`config.mk`:
```
export PLATFORM = sky130hd
export DESIGN_NAME = asq_sequencer
export DESIGN_NICKNAME = d
export VERILOG_FILES = /design/src/asq_pkg.sv /design/src/asq_sequencer.sv
export SDC_FILE = /design/constraint.sdc
export NUM_CORES = 1
export LEC_CHECK = 0
export BUFFER_PORTS_ARGS = -buffer_cell sky130_fd_sc_hd__buf_4
export CAP_MARGIN = 25
export CORE_MARGIN = 1.5
export CORE_UTILIZATION = 55
export CTS_CLUSTER_SIZE = 10
export DETAILED_ROUTE_END_ITERATION = 8
export GPL_ROUTABILITY_DRIVEN = 0
export PLACE_DENSITY = 0.81
export SYNTH_ARGS = -nofsm -noshare
export SYNTH_HDL_FRONTEND = slang
export SYNTH_SLANG_ARGS = --single-unit
```
`constraint.sdc`:
```
create_clock -name mclk_i -period 5.9 [get_ports mclk_i]
set_clock_uncertainty 0.15 [all_clocks]
set_input_delay 0.295 -clock mclk_i [delete_from_list [all_inputs] [get_ports mclk_i]]
set_output_delay 0.295 -clock mclk_i [all_outputs]
set_load 0.02 [all_outputs]
```
`src/asq_pkg.sv`:
```
// package for the converter scan sequencer: register map, field positions, timing counts
// assumes a 25 MHz system clock where one state is one clock cycle
package asq_pkg;

  // ----------------------------------------------------------------
  // register offsets (byte wide registers, byte addresses)
  // ----------------------------------------------------------------
  localparam logic [7:0] ASQ_OFS_RES_A_HI = 8'h00;
  localparam logic [7:0] ASQ_OFS_RES_A_LO = 8'h01;
  localparam logic [7:0] ASQ_OFS_RES_B_HI = 8'h02;
  localparam logic [7:0] ASQ_OFS_RES_B_LO = 8'h03;
  localparam logic [7:0] ASQ_OFS_RES_C_HI = 8'h04;
  localparam logic [7:0] ASQ_OFS_RES_C_LO = 8'h05;
  localparam logic [7:0] ASQ_OFS_RES_D_HI = 8'h06;
  localparam logic [7:0] ASQ_OFS_RES_D_LO = 8'h07;
  localparam logic [7:0] ASQ_OFS_CTRL_STAT = 8'h08;
  localparam logic [7:0] ASQ_OFS_TRIG_CTRL = 8'h09;

  // ----------------------------------------------------------------
  // field positions in the control/status and trigger control registers
  // ----------------------------------------------------------------
  localparam int ASQ_BIT_DONE  = 7;
  localparam int ASQ_BIT_IRQEN = 6;
  localparam int ASQ_BIT_GO    = 5;
  localparam int ASQ_BIT_SCAN  = 4;
  localparam int ASQ_BIT_SPEED = 3;
  localparam int ASQ_BIT_GROUP = 2;
  localparam int ASQ_BIT_TRGEN = 7;

  // ----------------------------------------------------------------
  // reset values
  // ----------------------------------------------------------------
  localparam logic [7:0] ASQ_RST_CTRL_STAT = 8'h00;
  localparam logic [7:0] ASQ_RST_TRIG_CTRL = 8'h7F;
  localparam logic [7:0] ASQ_TRIG_RSVD     = 8'h7F;

  // ----------------------------------------------------------------
  // timing in states (one state = one clock cycle)
  // ----------------------------------------------------------------
  localparam int ASQ_CLK_MHZ        = 25;
  localparam int ASQ_STATE_PER_CLK  = 1;
  localparam int ASQ_SLOW_DELAY_MIN = 10;
  localparam int ASQ_SLOW_DELAY_MAX = 17;
  localparam int ASQ_FAST_DELAY_MIN = 6;
  localparam int ASQ_FAST_DELAY_MAX = 9;
  localparam int ASQ_SLOW_SAMPLE    = 64;
  localparam int ASQ_FAST_SAMPLE    = 32;
  localparam int ASQ_SLOW_CONV      = 256;
  localparam int ASQ_FAST_CONV      = 128;
  localparam int ASQ_SLOW_TOTAL_MAX = 266;
  localparam int ASQ_FAST_TOTAL_MAX = 134;
  // body of a conversion after the start delay, in cycles
  localparam logic [8:0] ASQ_SLOW_BODY_CYC = 9'(ASQ_SLOW_CONV * ASQ_STATE_PER_CLK - 7);
  localparam logic [8:0] ASQ_FAST_BODY_CYC = 9'(ASQ_FAST_CONV * ASQ_STATE_PER_CLK - 3);
  localparam logic [8:0] ASQ_SLOW_DLY_CYC  = 9'(ASQ_SLOW_DELAY_MIN * ASQ_STATE_PER_CLK);
  localparam logic [8:0] ASQ_FAST_DLY_CYC  = 9'(ASQ_FAST_DELAY_MIN * ASQ_STATE_PER_CLK);
  localparam logic [2:0] ASQ_SLOW_DLY_SPAN = 3'(ASQ_SLOW_DELAY_MAX - ASQ_SLOW_DELAY_MIN);
  localparam logic [2:0] ASQ_FAST_DLY_SPAN = 3'(ASQ_FAST_DELAY_MAX - ASQ_FAST_DELAY_MIN);
  localparam logic [8:0] ASQ_SLOW_SMP_CYC  = 9'(ASQ_SLOW_SAMPLE * ASQ_STATE_PER_CLK);
  localparam logic [8:0] ASQ_FAST_SMP_CYC  = 9'(ASQ_FAST_SAMPLE * ASQ_STATE_PER_CLK);

  // ----------------------------------------------------------------
  // types
  // ----------------------------------------------------------------
  typedef enum logic [1:0] {
    ASQ_IDLE,
    ASQ_DELAY,
    ASQ_CONV
  } asq_state_t;

  typedef struct packed {
    logic [7:0] addr;
    logic [7:0] wdata;
    logic       wr;
    logic       rd;
  } asq_bus_req_t;

  typedef struct packed {
    logic       done_flag;
    logic       irq_en;
    logic       go;
    logic       scan;
    logic       speed;
    logic [2:0] pick;
  } asq_ctrl_t;

endpackage : asq_pkg

```
`src/asq_sequencer.sv`:
```
// scan sequencer for a 10-bit successive-approximation converter, eight inputs in two groups
// assumes an analog core that returns a result whenever conv_end is seen, sync register port
// Contract
// - scan start converts input 0 for group 0, input 4 for group 1
// - next selected input starts right after previous conversion ends
// - scan keeps cycling until conversion go bit is cleared
// - each result goes to the result register of its input
// - setting go again restarts from first input of group
// - one write may change mode/pick and set go together
// - after full scan pass set done flag and restart at first input
// - done request raised when done flag set and irq enable set
// - start delay of 10..17 states slow, 6..9 states fast
// - conversion includes start delay plus 64 or 32 state sample window
// - single conversion totals 259..266 slow, 131..134 fast states
// - later scan conversions take exactly 256 slow or 128 fast states
// - with external start enable, a falling external pin sets go and starts
// - external start behaves like software go, except in single mode a pin edge in the last conversion cycle while an abort drains is dropped
// - external start detected on falling edge of the pin
// - irq enable gates the done request
// - done request offered as dma start source
// - dma access to any converter register clears done flag
// - done flag cleared by reading it as 1 then writing 0
// - results are 10-bit values
// - pins act analog from start, digital again when the sequencer returns to idle
// - pins of unused group stay usable as port pins
// - upper byte read latches lower byte; lower read returns held value
// - single mode clears go when the conversion completes
module asq_sequencer #(
  parameter int RES_W = 10
) (
  input  wire logic               mclk_i,
  input  wire logic               nrst_i,
  input  wire asq_pkg::asq_bus_req_t bus_i,
  input  wire logic               dma_access_i,
  output logic [7:0]              rdata_o,
  input  wire logic               external_start_pin_n_i,
  output logic [2:0]              conv_input_o,
  output logic                    sample_o,
  input  wire logic [RES_W-1:0]   conv_result_i,
  output logic [7:0]              analog_pin_en_o,
  output logic                    conversion_done_request_o,
  output logic                    dma_start_req_o
);
  import asq_pkg::*;

  // ----------------------------------------------------------------
  // registers
  // ----------------------------------------------------------------
  asq_ctrl_t        ctrl_ff;
  logic             ext_en_ff;
  logic             pin_d_ff;
  logic             done_seen_ff;
  logic [RES_W-1:0] res_ff [4];
  logic [7:0]       hold_ff;
  logic [7:0]       rdata_ff;
  asq_state_t       state_ff;
  logic [8:0]       cnt_ff;
  logic [2:0]       ch_ff;
  logic [2:0]       phase_ff;
  logic             first_ff;
  logic             rep_ff;

  function automatic logic [2:0] first_input(input logic [2:0] pick, input logic scan);
    first_input = scan ? {pick[2], 2'b00} : pick;
  endfunction : first_input

  logic       ctrl_wr;
  logic       ext_fall;
  logic       start_go;
  logic       conv_end;
  logic       pass_end;
  logic [8:0] dly_cyc;
  logic [8:0] body_cyc;
  logic [8:0] smp_cyc;
  logic [8:0] conv_len;

  assign ctrl_wr  = bus_i.wr && (bus_i.addr == ASQ_OFS_CTRL_STAT);
  assign ext_fall = ext_en_ff && pin_d_ff && !external_start_pin_n_i;
  // go rising from idle, by software or pin, starts at the group's first input in scan mode, at the picked input in single mode
  assign start_go = (ctrl_wr && bus_i.wdata[ASQ_BIT_GO] && !ctrl_ff.go) || (ext_fall && !ctrl_ff.go);
  assign conv_end = (state_ff == ASQ_CONV) && (cnt_ff == 9'h000);
  assign pass_end = conv_end && (!ctrl_ff.scan || (ch_ff[1:0] == ctrl_ff.pick[1:0]));
  assign dly_cyc  = ctrl_ff.speed ? 9'(ASQ_FAST_DLY_CYC + 9'(phase_ff & {1'b0, ASQ_FAST_DLY_SPAN[1:0]}))
                                  : 9'(ASQ_SLOW_DLY_CYC + 9'(phase_ff & ASQ_SLOW_DLY_SPAN));
  assign body_cyc = ctrl_ff.speed ? ASQ_FAST_BODY_CYC : ASQ_SLOW_BODY_CYC;
  assign smp_cyc  = ctrl_ff.speed ? ASQ_FAST_SMP_CYC : ASQ_SLOW_SMP_CYC;
  assign conv_len = ctrl_ff.speed ? 9'(ASQ_FAST_CONV) : 9'(ASQ_SLOW_CONV);

  // ----------------------------------------------------------------
  // external pin edge
  // ----------------------------------------------------------------
  always_ff @(posedge mclk_i) begin
    if (!nrst_i) begin
      pin_d_ff <= 1'b1;
    end else begin
      pin_d_ff <= external_start_pin_n_i;
    end
  end

  // free phase counter makes the start delay vary with write timing
  always_ff @(posedge mclk_i) begin
    if (!nrst_i) begin
      phase_ff <= 3'h0;
    end else begin
      phase_ff <= phase_ff + 3'h1;
    end
  end

  // ----------------------------------------------------------------
  // control / status
  // ----------------------------------------------------------------
  always_ff @(posedge mclk_i) begin
    if (!nrst_i) begin
      ctrl_ff      <= asq_ctrl_t'(ASQ_RST_CTRL_STAT);
      ext_en_ff    <= ASQ_RST_TRIG_CTRL[ASQ_BIT_TRGEN];
      done_seen_ff <= 1'b0;
    end else begin
      if (bus_i.wr && bus_i.addr == ASQ_OFS_TRIG_CTRL) begin
        ext_en_ff <= bus_i.wdata[ASQ_BIT_TRGEN];
      end
      if (bus_i.rd && bus_i.addr == ASQ_OFS_CTRL_STAT) begin
        done_seen_ff <= ctrl_ff.done_flag;
      end
      if (ctrl_wr) begin
        // a status read arms one clearing write only, so a stale read cannot clear a later flag
        done_seen_ff   <= 1'b0;
        ctrl_ff.irq_en <= bus_i.wdata[ASQ_BIT_IRQEN];
        ctrl_ff.scan   <= bus_i.wdata[ASQ_BIT_SCAN];
        ctrl_ff.speed  <= bus_i.wdata[ASQ_BIT_SPEED];
        ctrl_ff.pick   <= bus_i.wdata[ASQ_BIT_GROUP:0];
        ctrl_ff.go     <= bus_i.wdata[ASQ_BIT_GO];
        if (!bus_i.wdata[ASQ_BIT_DONE] && done_seen_ff) begin
          ctrl_ff.done_flag <= 1'b0;
        end
      end
      if (dma_access_i) begin
        ctrl_ff.done_flag <= 1'b0;
      end
      if (ext_fall) begin
        ctrl_ff.go <= 1'b1;
      end
      if (pass_end && !ctrl_ff.scan && !(ctrl_wr && bus_i.wdata[ASQ_BIT_GO] && !ctrl_ff.go)) begin
        ctrl_ff.go <= 1'b0;
      end
      // set wins over any clear in the same cycle
      if (pass_end) begin
        ctrl_ff.done_flag <= 1'b1;
      end
    end
  end

  // ----------------------------------------------------------------
  // conversion sequencer
  // ----------------------------------------------------------------
  always_ff @(posedge mclk_i) begin
    if (!nrst_i) begin
      state_ff <= ASQ_IDLE;
      cnt_ff   <= 9'h000;
      ch_ff    <= 3'h0;
      first_ff <= 1'b0;
      rep_ff   <= 1'b0;
    end else if (start_go) begin
      // a software start, or a pin start in scan mode, in the cycle an abort still drains is taken, else go would stick high while idle
      state_ff <= ASQ_DELAY;
      ch_ff    <= ctrl_wr ? first_input(bus_i.wdata[2:0], bus_i.wdata[ASQ_BIT_SCAN])
                          : first_input(ctrl_ff.pick, ctrl_ff.scan);
      cnt_ff   <= 9'h000;
      first_ff <= 1'b1;
      rep_ff   <= 1'b0;
    end else begin
      case (state_ff)
        ASQ_IDLE: begin
          state_ff <= ASQ_IDLE;
        end
        ASQ_DELAY: begin
          if (!ctrl_ff.go) begin
            state_ff <= ASQ_IDLE;
          end else if (first_ff) begin
            cnt_ff   <= dly_cyc - 9'h002;
            first_ff <= 1'b0;
          end else if (cnt_ff == 9'h000) begin
            state_ff <= ASQ_CONV;
            cnt_ff   <= body_cyc - 9'h001;
          end else begin
            cnt_ff <= cnt_ff - 9'h001;
          end
        end
        ASQ_CONV: begin
          if (!ctrl_ff.go) begin
            state_ff <= ASQ_IDLE;
          end else if (conv_end) begin
            if (!ctrl_ff.scan) begin
              state_ff <= ASQ_IDLE;
            end else begin
              // back to back, fixed length for every later conversion
              cnt_ff <= conv_len - 9'h001;
              rep_ff <= 1'b1;
              ch_ff  <= pass_end ? first_input(ctrl_ff.pick, 1'b1) : ch_ff + 3'h1;
            end
          end else begin
            cnt_ff <= cnt_ff - 9'h001;
          end
        end
        default: begin
          state_ff <= ASQ_IDLE;
        end
      endcase
    end
  end

  // ----------------------------------------------------------------
  // result registers and read path
  // ----------------------------------------------------------------
  always_ff @(posedge mclk_i) begin
    if (!nrst_i) begin
      for (int i = 0; i < 4; i++) begin
        res_ff[i] <= '0;
      end
    end else if (conv_end) begin
      res_ff[ch_ff[1:0]] <= conv_result_i;
    end
  end

  logic [15:0] sel_word;
  assign sel_word = {res_ff[bus_i.addr[2:1]], {(16 - RES_W){1'b0}}};

  always_ff @(posedge mclk_i) begin
    if (!nrst_i) begin
      hold_ff  <= 8'h00;
      rdata_ff <= 8'h00;
    end else begin
      rdata_ff <= 8'h00;
      if (bus_i.rd) begin
        if (bus_i.addr <= ASQ_OFS_RES_D_LO) begin
          if (!bus_i.addr[0]) begin
            rdata_ff <= sel_word[15:8];
            hold_ff  <= sel_word[7:0];
          end else begin
            rdata_ff <= hold_ff;
          end
        end else if (bus_i.addr == ASQ_OFS_CTRL_STAT) begin
          rdata_ff <= ctrl_ff;
        end else if (bus_i.addr == ASQ_OFS_TRIG_CTRL) begin
          rdata_ff <= {ext_en_ff, ASQ_TRIG_RSVD[6:0]};
        end
      end
    end
  end

  // ----------------------------------------------------------------
  // outputs
  // ----------------------------------------------------------------
  assign rdata_o                   = rdata_ff;
  assign conv_input_o              = ch_ff;
  // sample window is the first part of every conversion body, first or repeated
  assign sample_o                  = (state_ff == ASQ_CONV)
                                   && (cnt_ff >= (rep_ff ? conv_len : body_cyc) - smp_cyc);
  assign conversion_done_request_o = ctrl_ff.done_flag && ctrl_ff.irq_en;
  assign dma_start_req_o           = conversion_done_request_o;
  // only the active group goes analog; the other four stay port pins
  assign analog_pin_en_o           = (state_ff == ASQ_IDLE) ? 8'h00
                                   : (ctrl_ff.pick[2] ? 8'hF0 : 8'h0F);

  // ----------------------------------------------------------------
  // assertions
  // ----------------------------------------------------------------
  property p_first_input;
    @(posedge mclk_i) disable iff (!nrst_i)
      (state_ff == ASQ_IDLE && start_go && ctrl_wr && bus_i.wdata[ASQ_BIT_SCAN])
      |=> ch_ff == {$past(bus_i.wdata[2]), 2'b00};
  endproperty
  a_first_input: assert property (p_first_input) else $error("scan did not start at group first input");

  property p_done_on_pass;
    @(posedge mclk_i) disable iff (!nrst_i) pass_end |=> ctrl_ff.done_flag;
  endproperty
  a_done_on_pass: assert property (p_done_on_pass) else $error("done flag not set after pass");

  property p_single_clear_go;
    @(posedge mclk_i) disable iff (!nrst_i)
      (pass_end && !ctrl_ff.scan && !ctrl_wr && !ext_fall) |=> !ctrl_ff.go;
  endproperty
  a_single_clear_go: assert property (p_single_clear_go) else $error("go not cleared in single mode");

  property p_req_gate;
    @(posedge mclk_i) disable iff (!nrst_i)
      (pass_end && ctrl_ff.irq_en && !ctrl_wr) |=> conversion_done_request_o;
  endproperty
  a_req_gate: assert property (p_req_gate) else $error("done request not gated by enable");

  property p_dma_clear;
    @(posedge mclk_i) disable iff (!nrst_i) (dma_access_i && !pass_end) |=> !ctrl_ff.done_flag;
  endproperty
  a_dma_clear: assert property (p_dma_clear) else $error("dma access did not clear done");

  property p_ext_start;
    @(posedge mclk_i) disable iff (!nrst_i) (ext_fall && !pass_end) |=> ctrl_ff.go;
  endproperty
  a_ext_start: assert property (p_ext_start) else $error("external edge did not set go");

  property p_scan_next;
    @(posedge mclk_i) disable iff (!nrst_i)
      (conv_end && ctrl_ff.scan && ctrl_ff.go && !pass_end) |=> state_ff == ASQ_CONV && ch_ff == $past(ch_ff) + 3'h1;
  endproperty
  a_scan_next: assert property (p_scan_next) else $error("next input not started at once");

  property p_pins_other_group;
    @(posedge mclk_i) disable iff (!nrst_i)
      (state_ff != ASQ_IDLE) |-> (analog_pin_en_o & (ctrl_ff.pick[2] ? 8'h0F : 8'hF0)) == 8'h00;
  endproperty
  a_pins_other_group: assert property (p_pins_other_group) else $error("unused group pins taken");

  property p_idle_digital;
    @(posedge mclk_i) disable iff (!nrst_i) (state_ff == ASQ_IDLE) |-> analog_pin_en_o == 8'h00;
  endproperty
  a_idle_digital: assert property (p_idle_digital) else $error("pins analog while idle");

  c_scan_pass: cover property (@(posedge mclk_i) disable iff (!nrst_i) pass_end && ctrl_ff.scan);
  c_single_done: cover property (@(posedge mclk_i) disable iff (!nrst_i) pass_end && !ctrl_ff.scan);
  c_ext_start: cover property (@(posedge mclk_i) disable iff (!nrst_i) ext_fall && state_ff == ASQ_IDLE);
  c_dma_clear: cover property (@(posedge mclk_i) disable iff (!nrst_i) dma_access_i && ctrl_ff.done_flag);
  c_req_raised: cover property (@(posedge mclk_i) disable iff (!nrst_i) $rose(conversion_done_request_o));

  property p_no_clear_unseen;
    @(posedge mclk_i) disable iff (!nrst_i)
      (ctrl_wr && !done_seen_ff && !dma_access_i && ctrl_ff.done_flag) |=> ctrl_ff.done_flag;
  endproperty
  a_no_clear_unseen: assert property (p_no_clear_unseen) else $error("done cleared without a status read");

  property p_level_no_start;
    @(posedge mclk_i) disable iff (!nrst_i)
      (ext_en_ff && !pin_d_ff && !external_start_pin_n_i && !ctrl_wr && state_ff == ASQ_IDLE && !ctrl_ff.go)
      |=> state_ff == ASQ_IDLE;
  endproperty
  a_level_no_start: assert property (p_level_no_start) else $error("held low pin started a conversion");

  property p_restart_first;
    @(posedge mclk_i) disable iff (!nrst_i)
      (start_go && !ctrl_wr) |=> ch_ff == first_input($past(ctrl_ff.pick), $past(ctrl_ff.scan));
  endproperty
  a_restart_first: assert property (p_restart_first) else $error("pin start not at first input");

endmodule : asq_sequencer

```
==> flow_metrics.py <==
metrics = {
    "run_status": {
        "status": "finished, final reports clean",
    },
    "power_and_ir_drop": {
        "leakage_nw": 1.87,
        "powerDensity_nw_per_um2": 221,
        "peakVddDrop_uv": 163,
    },
    "drt": {
        "wl_per_cell_um": 17.4,
        "drt_first_pass_iters": 4,
        "drtIter0Drc": 308,
        "drcViolationCount": 0,
        "wl_um": 9510,
        "via_per_inst": 5.89,
        "vias": 3216,
        "ant_nets": 0,
    },
    "floorplanning": {
        "die_w_um": 89.9,
        "dieArea_um2": 8090,
        "rows": 31,
        "fp.coreArea_um2": 7290,
        "start_util_pct": 57.0,
        "die_y_um": 89.9,
        "num_io_pins": 54,
    },
    "cts": {
        "cts_root_buf": "clkbuf_8",
        "clock_path_buffers": 2,
        "cts_resized": 0,
        "h-tree-depth": 3,
        "clk_pin_slew_worst_paths_ns": 0.09,
        "cts_buffers": 9,
        "cts_hold_buf": 1,
        "clock_latency_ns": 0.36,
        "cts.sinks": 80,
        "cts_setup_buffers": 0,
        "cts_tree": "yes",
    },
    "logic_synthesis": {
        "synth_fa_ha_area_share_pct": 5.42,
        "ys_warn_count": 0,
        "ys_types": 54,
        "synth-compound-area-share_pct": 13.8,
        "yosysSeqAreaShare_pct": 48.2,
        "syn_avg_cell_area_um2": 10.4,
        "synth_area_leaders": "edfxtp_1 (29%), dfxtp_1 (19%), ha_1 (5.4%), mux4_2 (5.4%), and2_1 (5.0%)",
        "synth_mux_area_share_pct": 6.86,
        "synth-edff-count": 40,
        "post-synth-top-area-cell": "edfxtp_1",
        "syn_inst": 398,
        "synth_top_family_by_area": "simple AND/OR/NAND/NOR gates",
        "ys.flop_type": "edfxtp_1",
        "synth_top_area_share_pct": 28.9,
        "ys_ff_latch": 80,
        "synth-xor-area-share_pct": 1.26,
        "syn-num-nets": 448,
        "netlist_area_um2": 4160,
        "synthSimpleGateAreaFrac_pct": 20.7,
        "async_flop_share_pct": 0,
    },
    "critical_path": {
        "critPathArrivalTime_ns": 3.51,
        "worstPathRequired_ns": 5.76,
        "worst_path_max_delay_cell": "nor3b_1",
        "worstSetupPathType": "flip-flop to flip-flop",
        "crit_family": "simple AND/OR/NAND/NOR gates",
        "critPathCaptureType": "flip-flop",
        "path_depth": 7,
        "crit_fanout": 13,
        "reg2regPathDepth": 7,
        "startpoint_type": "flip-flop",
        "cpPeakStageDelay_ns": 0.66,
        "crit_chain": "inv_1 > ha_1 > nor3b_1 > and4_1 > nand2_1 > nor3_1 > nand2b_1",
        "crit_buf_inv": 1,
    },
    "global_route": {
        "grt_use_total_pct": 24.6,
        "antenna_found_initial": 0,
        "grt_remaining_overflow": 0,
        "grt_max_degree": 40,
        "grt_pass1_wl_um": 15400,
        "grt_pass1_vias": 3004,
    },
    "layout": {
        "n_antenna_cell": 0,
        "multi_input_area_um2": 2000,
        "syn_to_final_growth_pct": 15.0,
        "drive_gt1_share_pct": 19.5,
        "fillers": 590,
        "final-seq-area_um2": 2000,
        "finalNetCount": 492,
    },
    "place": {
        "numPortBuffers": 53,
        "pre_cts_ws_ns": 2.31,
        "place_hpwl_um": 7090,
    },
    "timing": {
        "fin_crit_ns": 3.65,
        "hold_viol": 0,
        "grt_setup_unrepaired": "false",
        "whs_ns": 0.0524,
        "worstMarginPinSlew_ns": 0.802,
        "maxSlewViolCount": 0,
        "fmax_ghz": 0.274,
        "setup_slack_ns": 2.25,
        "setup_violations": 0,
        "finalCritPeriodShare_pct": 61.9,
        "setup_tns_ns": 0,
        "slew_headroom_pct": 46.1,
    },
    "min_path": {
        "min_path_type": "input port to flip-flop",
        "hold_path_depth": 3,
    },
    "job": {
        "drv_cap": 0,
    },
}
==> layout by cell type (no fill, tap or decap), types with 5 or more instances in the layout <==
master    count
a21boi_0     12
a21oi_1      26
a31oi_1       6
and2_1       33
and3_1       13
buf_4        54
clkbuf_8      9
dfxtp_1      40
edfxtp_1     40
ha_1         18
inv_1        11
mux2i_1       6
mux4_2       10
nand2_1      31
nand2b_1      5
nand3_1       7
nand3b_1      7
nor2_1       24
nor2b_1       7
nor3_1        6
nor3b_1       6
o21ai_0      20
==> metrics by stage <==
stage	std cells	cell area (um^2)	total power, mW	util (%)
3_5_place_dp	529	4580	0.676	62.7
2_1_floorplan	398	4160	0.642	-
5_1_grt	546	4780	1.09	65.6
3_3_place_gp	528	4570	0.674	62.7
6_report	546	4780	1.06	65.6
4_1_cts	546	4780	1.06	65.6
==> power by group <==
group	total [mW]	internal [mW]	switching, mW	leakage, nW
clock network	0.393	0.166	0.227	0.0999
logic	0.0653	0.0318	0.0335	1.03
registers	0.599	0.593	0.00627	0.736
total	1.06	0.790	0.266	1.87
==> per-layer routing <==
layer / up-vias / GRT usage (%) / routed length [um]
li1: 1541 / - / -
met1: 1549 / 33.0 / 4160
met2: 115 / 40.6 / 4670
met3: 11 / 5.58 / 580
met4: 0 / 5.95 / 94
met5: - / 0 / 0
==> final timing paths <==
kind	endpoint	startpoint	slack (ns)
min	ctrl_ff[1]	bus_i[3]	0.05
max	res_ff[0][1]	cnt_ff[0]	2.25
max reg2reg	res_ff[0][1]	cnt_ff[0]	2.25
min reg2reg	done_seen_ff	done_seen_ff	0.33
==> cell usage after synthesis (3+ instances only) <==
cell type,instances
dfxtp_1,40
edfxtp_1,40
and2_1,33
nand2_1,31
a21oi_1,26
nor2_1,24
o21ai_0,20
ha_1,18
and3_1,13
a21boi_0,12
clkbuf_1,12
inv_1,11
mux4_2,10
buf_4,7
nand3_1,7
nand3b_1,7
nor2b_1,7
a31oi_1,6
mux2i_1,6
nor3_1,6
nor3b_1,6
nand2b_1,5
o21a_1,4
or4_1,4
xnor2_1,3
xor2_1,3
==> registers in the layout (all words and copies together), names as in the netlist <==
register and count:
ext_en_ff 1, res_ff 40, first_ff 1, conv_input_o 3
ctrl_ff 8, rdata_o 8, rep_ff 1, state_ff 2
done_seen_ff 1, cnt_ff 9, hold_ff 2, phase_ff 3
pin_d_ff 1
==> worst register-to-register path: cells and delay by family, from the launching register on <==
family                   cells  cell delay (ns)
buffers and inverters        1             0.12
AND/OR/NAND/NOR              5             2.50
flip-flops                   1             0.34
adder cells (fa/ha/maj)      1             0.21
==> cell families (layout without fill, tap and decap cells) <==
group	after synthesis	in the layout
AOI/OAI and AO/OA	89	89
xor gates and xnor gates	6	6
adders and majority gates	18	18
buffers and inverters	34	83
DFF	80	80
muxes	16	16
and+or+nand+nor	155	155
==> layout make-up <==
cell class / instances / share of cell area [%]
clock inverters: 7 / 1.49
repair buffers: 56 / 8.79
multi-input cells: 284 / 41.8
flip-flops and latches: 80 / 41.9
inverters: 11 / 0.864
clock buffers: 9 / 2.59
well taps: 99 / 2.59
No activity file was read; power rests on OpenSTA's default activity.
